**src/rtl/cprc_pkg.sv**
```systemverilog
package cprc_pkg;

    // Widths of the data path and of the address counter.
    localparam int unsigned DATA_W = 8;
    localparam int unsigned ADDR_W = 20;
    localparam int unsigned REV_W = 2;
    localparam int unsigned REV_N = 4;

    // Start address of each stored design revision, index 0 first.
    localparam logic [ADDR_W-1:0] REV_START [REV_N] = '{
        20'h00000,
        20'h40000,
        20'h80000,
        20'hc0000
    };

    // Final address of the stored data; advancing beyond it starts the chain.
    localparam logic [ADDR_W-1:0] LAST_COUNT = 20'hfffff;

    // Values assumed on pins that nobody drives.
    localparam logic REV_PIN_PULL = 1'h1;
    localparam logic EXT_EN_PULL = 1'h1;
    localparam logic BUSY_PULL = 1'h0;

    // Reset values.
    localparam logic [REV_W-1:0] REV_RESET = 2'h0;
    localparam logic [DATA_W-1:0] DATA_RESET = 8'h00;

    // Clock of the block, in nanoseconds.
    localparam int unsigned MCLK_PERIOD_NS = 8;

    // Internal oscillator period; half a period rounds up to whole cycles.
    localparam int unsigned OSC_PERIOD_NS = 40;
    localparam int unsigned OSC_HALF_CYC_RAW = (OSC_PERIOD_NS / 2 + MCLK_PERIOD_NS - 1) / MCLK_PERIOD_NS;
    localparam int unsigned OSC_HALF_CYC = (OSC_HALF_CYC_RAW < 1) ? 1 : OSC_HALF_CYC_RAW;
    localparam int unsigned OSC_CNT_W = 4;
    localparam logic [OSC_CNT_W-1:0] OSC_HALF_LAST = OSC_CNT_W'(OSC_HALF_CYC - 1);

    // Length of the internal power-on reset, during which the reset line is held low.
    localparam int unsigned POR_TIME_NS = 1000;
    localparam int unsigned POR_CYC_RAW = (POR_TIME_NS + MCLK_PERIOD_NS - 1) / MCLK_PERIOD_NS;
    localparam int unsigned POR_CYC = (POR_CYC_RAW < 1) ? 1 : POR_CYC_RAW;
    localparam int unsigned POR_CNT_W = 8;
    localparam logic [POR_CNT_W-1:0] POR_LAST = POR_CNT_W'(POR_CYC - 1);

    // Number of flip-flops in each pin synchroniser.
    localparam int unsigned SYNC_STAGES = 2;

    // Pin levels after pull resolution, carried together through the synchroniser.
    typedef struct packed {
        logic cs_b;
        logic hold_rst_b;
        logic cfg_pulse_b;
        logic busy;
        logic ext_en;
        logic [REV_W-1:0] rev;
        logic clk_pin;
    } cprc_pins_t;

    localparam int unsigned PINS_W = $bits(cprc_pins_t);

    // Synchroniser reset levels match the idle pins except rev, which resets to 0 against its pull of 1, so no false edge follows reset.
    localparam cprc_pins_t PINS_RESET = '{
        cs_b: 1'h1,
        hold_rst_b: 1'h0,
        cfg_pulse_b: 1'h1,
        busy: 1'h0,
        ext_en: 1'h1,
        rev: 2'h0,
        clk_pin: 1'h0
    };

    // Power-on reset sequencing of the reset line.
    typedef enum logic [0:0] {
        CPRC_POR,
        CPRC_RUN
    } cprc_por_t;

    // Programmed configuration bits.
    typedef struct packed {
        logic osc_src;
        logic fwd_clk_en;
        logic parallel;
        logic decomp;
        logic [REV_W-1:0] rev;
    } cprc_cfg_t;

endpackage

```
**src/rtl/cprc_readout.sv**
```systemverilog
`timescale 1ns/100ps
`default_nettype none

module cprc_readout (
    input wire logic mclk_i,
    input wire logic rst_b_i,
    // Pins from the configured part and the board; busy, the revision enable and the revision pins have a driven flag.
    input wire logic chip_sel_b_i,
    input wire logic hold_reset_b_i,
    input wire logic config_pulse_line_b_i,
    input wire logic busy_i,
    input wire logic busy_driven_i,
    input wire logic pin_revision_choice_enable_i,
    input wire logic pin_revision_choice_enable_driven_i,
    input wire logic revision_pin_lsb_i,
    input wire logic revision_pin_lsb_driven_i,
    input wire logic revision_pin_msb_i,
    input wire logic revision_pin_msb_driven_i,
    input wire logic cfg_clk_pin_i,
    // Programmed configuration bits.
    input wire logic osc_source_sel_i,
    input wire logic fwd_clock_enable_i,
    input wire logic parallel_mode_i,
    input wire logic decompress_enable_i,
    input wire logic [1:0] internal_revision_i,
    // Storage side: word at the current address and its availability.
    input wire logic [cprc_pkg::DATA_W-1:0] store_data_i,
    input wire logic store_ready_i,
    output logic [cprc_pkg::ADDR_W-1:0] store_addr_o,
    // Pins towards the configured part and the next memory.
    output logic [cprc_pkg::DATA_W-1:0] data_o,
    output logic data_oe_o,
    output logic forwarded_config_clock_o,
    output logic forwarded_config_clock_oe_o,
    output logic chain_enable_out_o,
    output logic hold_reset_o,
    output logic hold_reset_oe_o,
    output logic standby_o,
    output logic [1:0] active_revision_o
);

    cprc_pkg::cprc_pins_t pins_raw;
    cprc_pkg::cprc_pins_t pins_s;
    cprc_pkg::cprc_cfg_t cfg;
    logic [cprc_pkg::PINS_W-1:0] sync0_q;
    logic [cprc_pkg::PINS_W-1:0] sync1_q;

    logic [cprc_pkg::OSC_CNT_W-1:0] osc_cnt_q;
    logic osc_q;
    logic src_lvl;
    logic src_prev_q;
    logic src_rise;
    logic src_fall;
    logic cfg_prev_q;
    logic cfg_rise;

    logic [cprc_pkg::ADDR_W-1:0] addr_q;
    logic [cprc_pkg::ADDR_W-1:0] addr_d;
    logic [cprc_pkg::REV_W-1:0] rev_q;
    logic [cprc_pkg::REV_W-1:0] rev_sel;
    logic past_last_q;
    logic busy_eff;
    logic active;
    logic advance;

    cprc_pkg::cprc_por_t por_q;
    logic [cprc_pkg::POR_CNT_W-1:0] por_cnt_q;

    // Undriven pins take their pull value before they are synchronised.
    always_comb begin
        pins_raw.cs_b = chip_sel_b_i;
        pins_raw.hold_rst_b = hold_reset_b_i;
        pins_raw.cfg_pulse_b = config_pulse_line_b_i;
        pins_raw.busy = busy_driven_i ? busy_i : cprc_pkg::BUSY_PULL;
        pins_raw.ext_en = pin_revision_choice_enable_driven_i ?
            pin_revision_choice_enable_i : cprc_pkg::EXT_EN_PULL;
        pins_raw.rev[0] = revision_pin_lsb_driven_i ?
            revision_pin_lsb_i : cprc_pkg::REV_PIN_PULL;
        pins_raw.rev[1] = revision_pin_msb_driven_i ?
            revision_pin_msb_i : cprc_pkg::REV_PIN_PULL;
        pins_raw.clk_pin = cfg_clk_pin_i;
    end

    assign cfg.osc_src = osc_source_sel_i;
    assign cfg.fwd_clk_en = fwd_clock_enable_i;
    assign cfg.parallel = parallel_mode_i;
    assign cfg.decomp = decompress_enable_i;
    assign cfg.rev = internal_revision_i;

    // Two-flop synchroniser on every pin bit; it resets to the idle pin levels, except the revision pins, which reset to 0.
    genvar gi;
    generate
        for (gi = 0; gi < cprc_pkg::PINS_W; gi++) begin : g_sync
            always_ff @(posedge mclk_i) begin
                if (!rst_b_i) begin
                    sync0_q[gi] <= cprc_pkg::PINS_RESET[gi];
                    sync1_q[gi] <= cprc_pkg::PINS_RESET[gi];
                end else begin
                    sync0_q[gi] <= pins_raw[gi];
                    sync1_q[gi] <= sync0_q[gi];
                end
            end
        end
    endgenerate

    assign pins_s = cprc_pkg::cprc_pins_t'(sync1_q);

    // Internal oscillator, a free divider of the block clock.
    always_ff @(posedge mclk_i) begin
        if (!rst_b_i) begin
            osc_cnt_q <= '0;
            osc_q <= 1'h0;
        end else if (osc_cnt_q == cprc_pkg::OSC_HALF_LAST) begin
            osc_cnt_q <= '0;
            osc_q <= ~osc_q;
        end else begin
            osc_cnt_q <= osc_cnt_q + 1'h1;
        end
    end

    assign src_lvl = cfg.osc_src ? osc_q : pins_s.clk_pin;

    always_ff @(posedge mclk_i) begin
        if (!rst_b_i) begin
            src_prev_q <= 1'h0;
            cfg_prev_q <= 1'h1;
        end else begin
            src_prev_q <= src_lvl;
            cfg_prev_q <= pins_s.cfg_pulse_b;
        end
    end

    assign src_rise = src_lvl && !src_prev_q;
    assign src_fall = !src_lvl && src_prev_q;
    assign cfg_rise = pins_s.cfg_pulse_b && !cfg_prev_q;

    // Power-on reset: the open-drain reset line is pulled low for a fixed time.
    always_ff @(posedge mclk_i) begin
        if (!rst_b_i) begin
            por_q <= cprc_pkg::CPRC_POR;
            por_cnt_q <= '0;
        end else begin
            unique case (por_q)
                cprc_pkg::CPRC_POR: begin
                    if (por_cnt_q == cprc_pkg::POR_LAST) begin
                        por_q <= cprc_pkg::CPRC_RUN;
                    end else begin
                        por_cnt_q <= por_cnt_q + 1'h1;
                    end
                end
                cprc_pkg::CPRC_RUN: begin
                    por_cnt_q <= por_cnt_q;
                end
            endcase
        end
    end

    always_ff @(posedge mclk_i) begin
        if (!rst_b_i) begin
            hold_reset_o <= 1'h0;
            hold_reset_oe_o <= 1'h1;
        end else begin
            hold_reset_o <= 1'h0;
            hold_reset_oe_o <= (por_q == cprc_pkg::CPRC_POR);
        end
    end

    // Revision choice: pins when the enable is low, internal bits otherwise.
    always_comb begin
        if (!pins_s.ext_en) begin
            rev_sel = pins_s.rev;
        end else begin
            rev_sel = cfg.rev;
        end
    end

    assign active = !pins_s.cs_b && pins_s.hold_rst_b;
    // Busy counts only in parallel mode without decompression.
    assign busy_eff = pins_s.busy && cfg.parallel && !cfg.decomp;
    assign advance = src_rise && active && store_ready_i && !busy_eff
        && pins_s.cfg_pulse_b;

    always_ff @(posedge mclk_i) begin
        if (!rst_b_i) begin
            rev_q <= cprc_pkg::REV_RESET;
        end else if (cfg_rise) begin
            rev_q <= rev_sel;
        end
    end

    always_comb begin
        addr_d = addr_q;
        if (!active) begin
            addr_d = cprc_pkg::REV_START[rev_q];
        end else if (cfg_rise) begin
            addr_d = cprc_pkg::REV_START[rev_sel];
        end else if (advance) begin
            addr_d = addr_q + 1'h1;
        end
    end

    always_ff @(posedge mclk_i) begin
        if (!rst_b_i) begin
            addr_q <= cprc_pkg::REV_START[cprc_pkg::REV_RESET];
        end else begin
            addr_q <= addr_d;
        end
    end

    // The chain condition stays set until deselect, the reset line going low, a configuration pulse rise or reset clears it.
    always_ff @(posedge mclk_i) begin
        if (!rst_b_i) begin
            past_last_q <= 1'h0;
        end else if (!active || cfg_rise) begin
            past_last_q <= 1'h0;
        end else if (advance && addr_q == cprc_pkg::LAST_COUNT) begin
            past_last_q <= 1'h1;
        end
    end

    always_ff @(posedge mclk_i) begin
        if (!rst_b_i) begin
            chain_enable_out_o <= 1'h1;
        end else begin
            chain_enable_out_o <= !(active && (past_last_q ||
                (advance && addr_q == cprc_pkg::LAST_COUNT)));
        end
    end

    // Data changes on the falling source edge so it is settled at the next rising edge.
    always_ff @(posedge mclk_i) begin
        if (!rst_b_i) begin
            data_o <= cprc_pkg::DATA_RESET;
        end else if (active && src_fall && !busy_eff && store_ready_i) begin
            data_o <= store_data_i;
        end
    end

    always_ff @(posedge mclk_i) begin
        if (!rst_b_i) begin
            data_oe_o <= 1'h0;
        end else begin
            data_oe_o <= active;
        end
    end

    // Forwarded clock follows the source, parks high while decompressed data waits.
    always_ff @(posedge mclk_i) begin
        if (!rst_b_i) begin
            forwarded_config_clock_o <= 1'h1;
            forwarded_config_clock_oe_o <= 1'h0;
        end else begin
            forwarded_config_clock_oe_o <= active && cfg.fwd_clk_en;
            if (cfg.decomp && !store_ready_i) begin
                forwarded_config_clock_o <= 1'h1;
            end else begin
                forwarded_config_clock_o <= src_lvl;
            end
        end
    end

    always_ff @(posedge mclk_i) begin
        if (!rst_b_i) begin
            standby_o <= 1'h1;
            store_addr_o <= cprc_pkg::REV_START[cprc_pkg::REV_RESET];
            active_revision_o <= cprc_pkg::REV_RESET;
        end else begin
            standby_o <= pins_s.cs_b;
            store_addr_o <= addr_d;
            active_revision_o <= rev_q;
        end
    end

endmodule

`default_nettype wire

```
**config.mk**
```make
export PLATFORM = sky130hd
export DESIGN_NAME = cprc_readout
export DESIGN_NICKNAME = d
export VERILOG_FILES = /design/src/rtl/cprc_pkg.sv /design/src/rtl/cprc_readout.sv
export SDC_FILE = /design/constraint.sdc
export NUM_CORES = 1
export LEC_CHECK = 0
export CAP_MARGIN = 40
export CORE_MARGIN = 8
export CORE_UTILIZATION = 31
export CTS_CLUSTER_SIZE = 25
export DETAILED_ROUTE_END_ITERATION = 16
export DONT_BUFFER_PORTS = 1
export GPL_ROUTABILITY_DRIVEN = 0
export REMOVE_ABC_BUFFERS = 1
export SYNTH_ARGS = -nofsm -noshare
export SYNTH_HDL_FRONTEND = slang
export SYNTH_SLANG_ARGS = --single-unit
```
**constraint.sdc**
```tcl
create_clock -name mclk_i -period 2.4 [get_ports mclk_i]
set_input_delay 0.24 -clock mclk_i [delete_from_list [all_inputs] [get_ports mclk_i]]
set_output_delay 0.24 -clock mclk_i [all_outputs]
set_load 0.03 [all_outputs]
```
==> results of run 1 <==
==> through the flow <==
stage                     setup WS (ns)  cell area [µm²]  std cells  total power, W
after floorplan                   0.413             2780        282         0.00133
after global placement            0.487             3070        414         0.00134
after detailed placement          0.429             3070        414         0.00135
after CTS                         0.408             3400        438         0.00249
after global routing              0.270             3400        438         0.00255
final                             0.405             3400        438         0.00244
==> critical path: stages (launching register included) <==
cell       delay [ns]
dfxtp_1          0.34
inv_1            0.08
ha_1             0.19
nor2b_1          0.14
a2111oi_1        0.67
and3_1           0.26
xor2_1           0.13
and2_1           0.13
==> per-layer routing <==
| metal | global-route usage (%) | vias to the layer above | wire length, µm |
|---|---|---|---|
| met3 | 4.71 | 12 | 505 |
| li1 | - | 1042 | - |
| met4 | 4.92 | 2 | 99 |
| met2 | 15.7 | 47 | 2660 |
| met1 | 12.2 | 913 | 2730 |
| met5 | 0 | - | 13 |
==> state kept, by name, indices dropped and copies added (netlist names), 2 cells and up <==
register           count
por_cnt_q              8
data_o                 8
osc_cnt_q              4
active_revision_o      2
pins_s                 8
store_addr_o          20
rev_q                  2
sync0_q                8
==> cells in the final DEF, fill, tap and decap left out, types with 2 or more instances in the layout <==
master	count
and3_1	5
and2_1	21
xor2_1	4
and4_1	3
buf_4	21
a21oi_1	6
nor2b_1	15
nand3b_1	2
dlygate4sd3_1	8
xnor2_1	21
nand2b_1	11
mux2i_1	13
a21boi_0	3
a211oi_1	3
nand2_1	12
nor4_1	5
nor3_1	4
dfxtp_1	71
ha_1	5
nor2_2	4
inv_1	11
nand3_1	11
nand4_1	5
clkbuf_8	12
bufinv_16	2
nor2_1	24
or3_1	2
o21ai_0	6
a31oi_1	2
==> power groups by stage <==
stage	sequential [W]	combinational [W]	clock [W]
2_1_floorplan	0.00126	0.0000659	0
3_3_place_gp	0.00127	0.0000743	0
3_5_place_dp	0.00127	0.0000777	0
4_1_cts	0.00124	0.0000921	0.00115
5_1_grt	0.00124	0.000106	0.00120
6_report	0.00124	0.0000902	0.00111
==> kinds of logic (layout without fill, tap and decap cells) <==
kind of cell               Yosys count  count (layout)  synth area share, %
muxes                               13              13                 4.60
xor gates and xnor gates            25              25                 7.74
and+or+nand+nor                    129             129                 25.6
DFF                                 71              71                 50.3
AOI/OAI and AO/OA                   27              27                 6.20
adders and majority gates            5               5                 2.21
other                                1               1                0.133
buffers and inverters               21              56                 3.23
==> worst max path at each step <==
stage / from / to / slack (ns) / cells after the start
floorplan: store_addr_o[4] / store_addr_o[19] / 0.41 / 5
global placement: pins_s[7] / chain_enable_out_o / 0.49 / 5
detailed placement: por_cnt_q[0] / por_cnt_q[5] / 0.43 / 7
CTS: por_cnt_q[0] / por_cnt_q[5] / 0.41 / 7
global route: por_cnt_q[0] / por_cnt_q[5] / 0.27 / 7
finish: por_cnt_q[0] / por_cnt_q[5] / 0.40 / 7
==> final cells by class <==
| type | count | area share, % |
|---|---|---|
| inverter | 11 | 1.22 |
| clock inverter | 4 | 2.25 |
| tap | 111 | 4.09 |
| timing repair buffer | 29 | 7.00 |
| multi-input combinational | 200 | 38.7 |
| clock buffer | 12 | 4.86 |
| sequential | 71 | 41.9 |
==> out/metrics.yaml, run 1 <==
outcome:
  status: "completed"
yosys:
  syn_avg_cell_area_um2: 9.68
  synthTopCellsByArea: "dfxtp_1, xnor2_1, and2_1"
  synthCells: 292
  yosys.area.top_type: "dfxtp_1"
  synthArstFlopShare_pct: 0
  yosys-top-cells-count: "dfxtp_1, nor2_1, and2_1, xnor2_1, nor2b_1"
  yosys_warnings: 0
  synth_seq_cells: 71
  synth_cell_types: 42
  synth.most_common_cell: "dfxtp_1"
  synth_edf_count: 0
  synth-main-ff-cell: "dfxtp_1"
  netlist.area_leader.share_pct: 50.3
  synthesis.area_um2: 2830
  yosysSeqAreaShare_pct: 50.3
clock_network:
  cts_buffers: 9
  cts_tree: "done"
  clk_pin_slew_worst_paths_ns: 0.08
  post_cts_buffers: 0
  hold_buffers: 8
  cts_sinks: 71
  h-tree-depth: 3
  cts_root_buf: "clkbuf_8"
  clock_latency_ns: 0.34
  ctsResizeCount: 0
  clock_path_buffers: 2
detailed_routing:
  vias: 2016
  wl_per_cell_um: 13.7
  drt_iter0_markers: 91
  routed_wl_um: 6010
  via_per_inst: 4.60
  ant_nets: 0
  drc: 0
  drt-pass1-iter-count: 4
critical_path:
  timing.rr.start: "por_cnt_q[0]"
  rr_endpoint: "por_cnt_q[5]"
  reg2reg_slack_ns: 0.40
  start_kind: "flop"
  path_class: "flop to flop"
  arrival_ns: 2.28
  crit_path_end_kind: "flop"
  reg2regPathDepth: 7
  path_max_fanout: 3
  cp.required_ns: 2.69
global_route:
  grt_pass1_vias: 2092
  grt_max_degree: 38
  grt_pass1_wl_um: 10300
  grtUsageTotal_pct: 10.4
  antenna_found_initial: 1
  grt-ovfl-total: 0
power_and_ir_drop:
  peakVddDrop_uv: 503
  p_leak_nw: 1.34
  p_sw_w: 0.000503
  powerDensity_nw_per_um2: 717
  seq_power_share_pct: 50.9
  clkPwrFrac_pct: 45.4
  swShare_pct: 20.7
  p_comb_share_pct: 3.7
  p_int_w: 0.00193
min_path:
  hold_end: "por_cnt_q[2]"
  min_from: "rst_b_i"
  hold_path_class: "primary input to flop"
  hold_depth: 1
die:
  rows: 35
  io_pins: 66
  core_area_um2: 9060
  fp.dieH_um: 112
  start_util_pct: 31.2
  dieArea_um2: 12400
  die_w_um: 112
sta:
  fin_setup_tns_ns: 0
  hold_violations: 0
  clock.fmax_ghz: 0.501
  slew_violations: 0
  tightest_slew_ns: 0.769
  rsz0062_at_grt: "false"
  fin_crit_ns: 2.00
  timing.hold.ws_ns: 0.0229
  setup_violations: 0
  relSlewSlack_pct: 48.6
  fin_skew_ns: 0.0113
  period_share_pct: 83.1
job:
  maxCapViolations: 0
layout:
  layout.nets: 356
  num_antenna_cells: 0
  seqCellArea_um2: 1420
  drive_gt1_share_pct: 13.1
  n_fill_cell: 926
  syn_to_final_growth_pct: 20.1
  multi_input_area_um2: 1320
  final_core_util_pct: 37.5
placement:
  dpl.hpwl_um: 4100
  port-buffer-count: 0
(Power assumes the default switching activity.)
==> run 2, diff against run 1 <==
Clock period 2.4 ns to 1.9 ns, I/O delays scaled along.
==> run 2 against run 1 <==
Effect of this change:
- clock power down 5%
- combinational power rose by 55%
- sequential power up 27%
- highest routed layer unchanged
- non-clock buffer count grew 14
- clock skew fell by 0.0023 ns
- largest power group unchanged
- total power rose by 13%
==> out/metrics.yaml, run 2 (synthesis gave the netlist of run 1 again) <==
outcome:
  status: "completed"
sta:
  setup_slack_ns: 0.0658
  hold_violations: 0
  relSlewSlack_pct: 64.5
  slew_violations: 0
  fin_crit_ns: 1.83
  setup_violations: 0
  clock.fmax_ghz: 0.545
  tightest_slew_ns: 0.531
  period_share_pct: 96.5
  rsz0062_at_grt: "true"
  fin_setup_tns_ns: 0
  timing.hold.ws_ns: 0.0217
  fin_skew_ns: 0.00901
die:
  start_util_pct: 31.2
  core_area_um2: 9060
  dieArea_um2: 12400
  rows: 35
  fp.dieH_um: 112
  io_pins: 66
  die_w_um: 112
layout:
  largest_reg_flops: 20
  drive_gt1_share_pct: 16.5
  num_antenna_cells: 0
  finalNonFillerCells: 451
  syn_to_final_growth_pct: 23.4
  n_fill_cell: 913
  final_common_cell: "dfxtp_1"
  largest-register: "store_addr_o"
  layout.nets: 370
  layout_common_cells: "dfxtp_1, buf_4, nor2_1, and2_1, xnor2_1"
clock_network:
  cts_root_buf: "clkbuf_8"
  cts_sinks: 71
  clk_pin_slew_worst_paths_ns: 0.08
  clock_path_buffers: 2
  cts_buffers: 9
  h-tree-depth: 3
  clock_latency_ns: 0.34
  cts_tree: "done"
critical_path:
  cp.required_ns: 2.13
  cp_cell_sequence: "and3b_1 -> or4_4 -> nor4_1 -> xnor2_1 -> nor2_2"
  startpoint: "pins_s[4]"
  slowest_delay_ns: 0.68
  reg2reg_slack_ns: 0.07
  path_max_fanout: 18
  cpMaxStageDelayCell: "or4_4"
  reg2regPathDepth: 5
  crit_end: "store_addr_o[16]"
  path_class: "flop to flop"
  start_kind: "flop"
  crit_path_end_kind: "flop"
  timing.rr.start: "pins_s[4]"
  arrival_ns: 2.06
  rr_endpoint: "store_addr_o[16]"
power_and_ir_drop:
  power_w: 0.00276
  p_leak_nw: 1.38
  peakVddDrop_uv: 339
  powerDensity_nw_per_um2: 790
global_route:
  grt_pass1_wl_um: 10100
  grt_pass1_vias: 2021
  grt-ovfl-total: 0
  antenna_found_initial: 1
  grt_max_degree: 49
  grtUsageTotal_pct: 10.2
min_path:
  hold_path_class: "primary input to flop"
detailed_routing:
  drc: 0
  routed_wl_um: 6250
  wl_per_cell_um: 13.9
  ant_nets: 0
  drt-pass1-iter-count: 4
  via_per_inst: 4.63
  drt_iter0_markers: 83
  vias: 2087
job:
  maxCapViolations: 0
placement:
  dpl.hpwl_um: 4300
  port-buffer-count: 0
  dpl_worst_slack_ns: 0.0277
  numPlacedInstances: 422
## run 2: changes by cell type in the layout (fill, tap and decap cells not counted), moves of 2 or more
cell and delta:
buf_4 +8, bufinv_16 -2, clkbuf_1 +2, clkbuf_8 -2, dlygate4sd3_1 +5, nor4_1 -4, nor4_2 +4
## run 2: how the worst min path moves through the flow
stage / startpoint / slack (ns) / to / depth (start not counted)
3_3_place_gp: rst_b_i / 0.27 / hold_reset_oe_o / 1
5_1_grt: store_data_i[7] / 0.01 / data_o[7] / 2
4_1_cts: store_data_i[7] / 0.008 / data_o[7] / 2
3_5_place_dp: rst_b_i / 0.27 / sync0_q[5] / 1
2_1_floorplan: rst_b_i / 0.26 / hold_reset_oe_o / 1
6_report: store_data_i[7] / 0.02 / data_o[7] / 2
## run 2: critical path, delay by kind of cell (launching register included)
family / cells / cell delay (ns)
DFF: 1 / 0.30
and+or+nand+nor: 4 / 1.25
xor gates and xnor gates: 1 / 0.18
## run 2: cell type report
type	count	area, µm²	area share (%)
Clock buffer	12	145	4.16
Clock inverter	3	20.0	0.574
Inverter	11	41.3	1.18
Multi-Input combinational cell	200	1350	38.8
Sequential cell	71	1420	40.7
Tap cell	111	139	3.98
Timing Repair Buffer	43	368	10.5
## run 2: repair_timing
item,CTS,global route
setup buffers,0,0
hold buffers,14,0
resized for setup,0,7
endpoints found under the setup margin,0,12
hold endpoints to repair,47,0
## run 2: metal layers
layer,up-vias,track usage (%),routed length (µm)
met3,10,5.14,555
met1,963,11.4,2630
li1,1060,-,-
met5,-,0,10
met2,52,15.7,2960
met4,2,5.20,95
## run 2: through the flow
step | utilization (%) | cell area [µm²]
after floorplan | - | 2780
after global placement | 34.6 | 3130
after detailed placement | 34.6 | 3130
after CTS | 38.1 | 3450
after global routing | 38.5 | 3490
final | 38.5 | 3490
## run 2: where the power goes
| part | internal, W | leakage (nW) | switching, W |
|---|---|---|---|
| Clock | 0.000501 | 0.0785 | 0.000548 |
| Sequential | 0.00153 | 0.578 | 0.0000342 |
| Combinational | 0.0000755 | 0.721 | 0.0000647 |
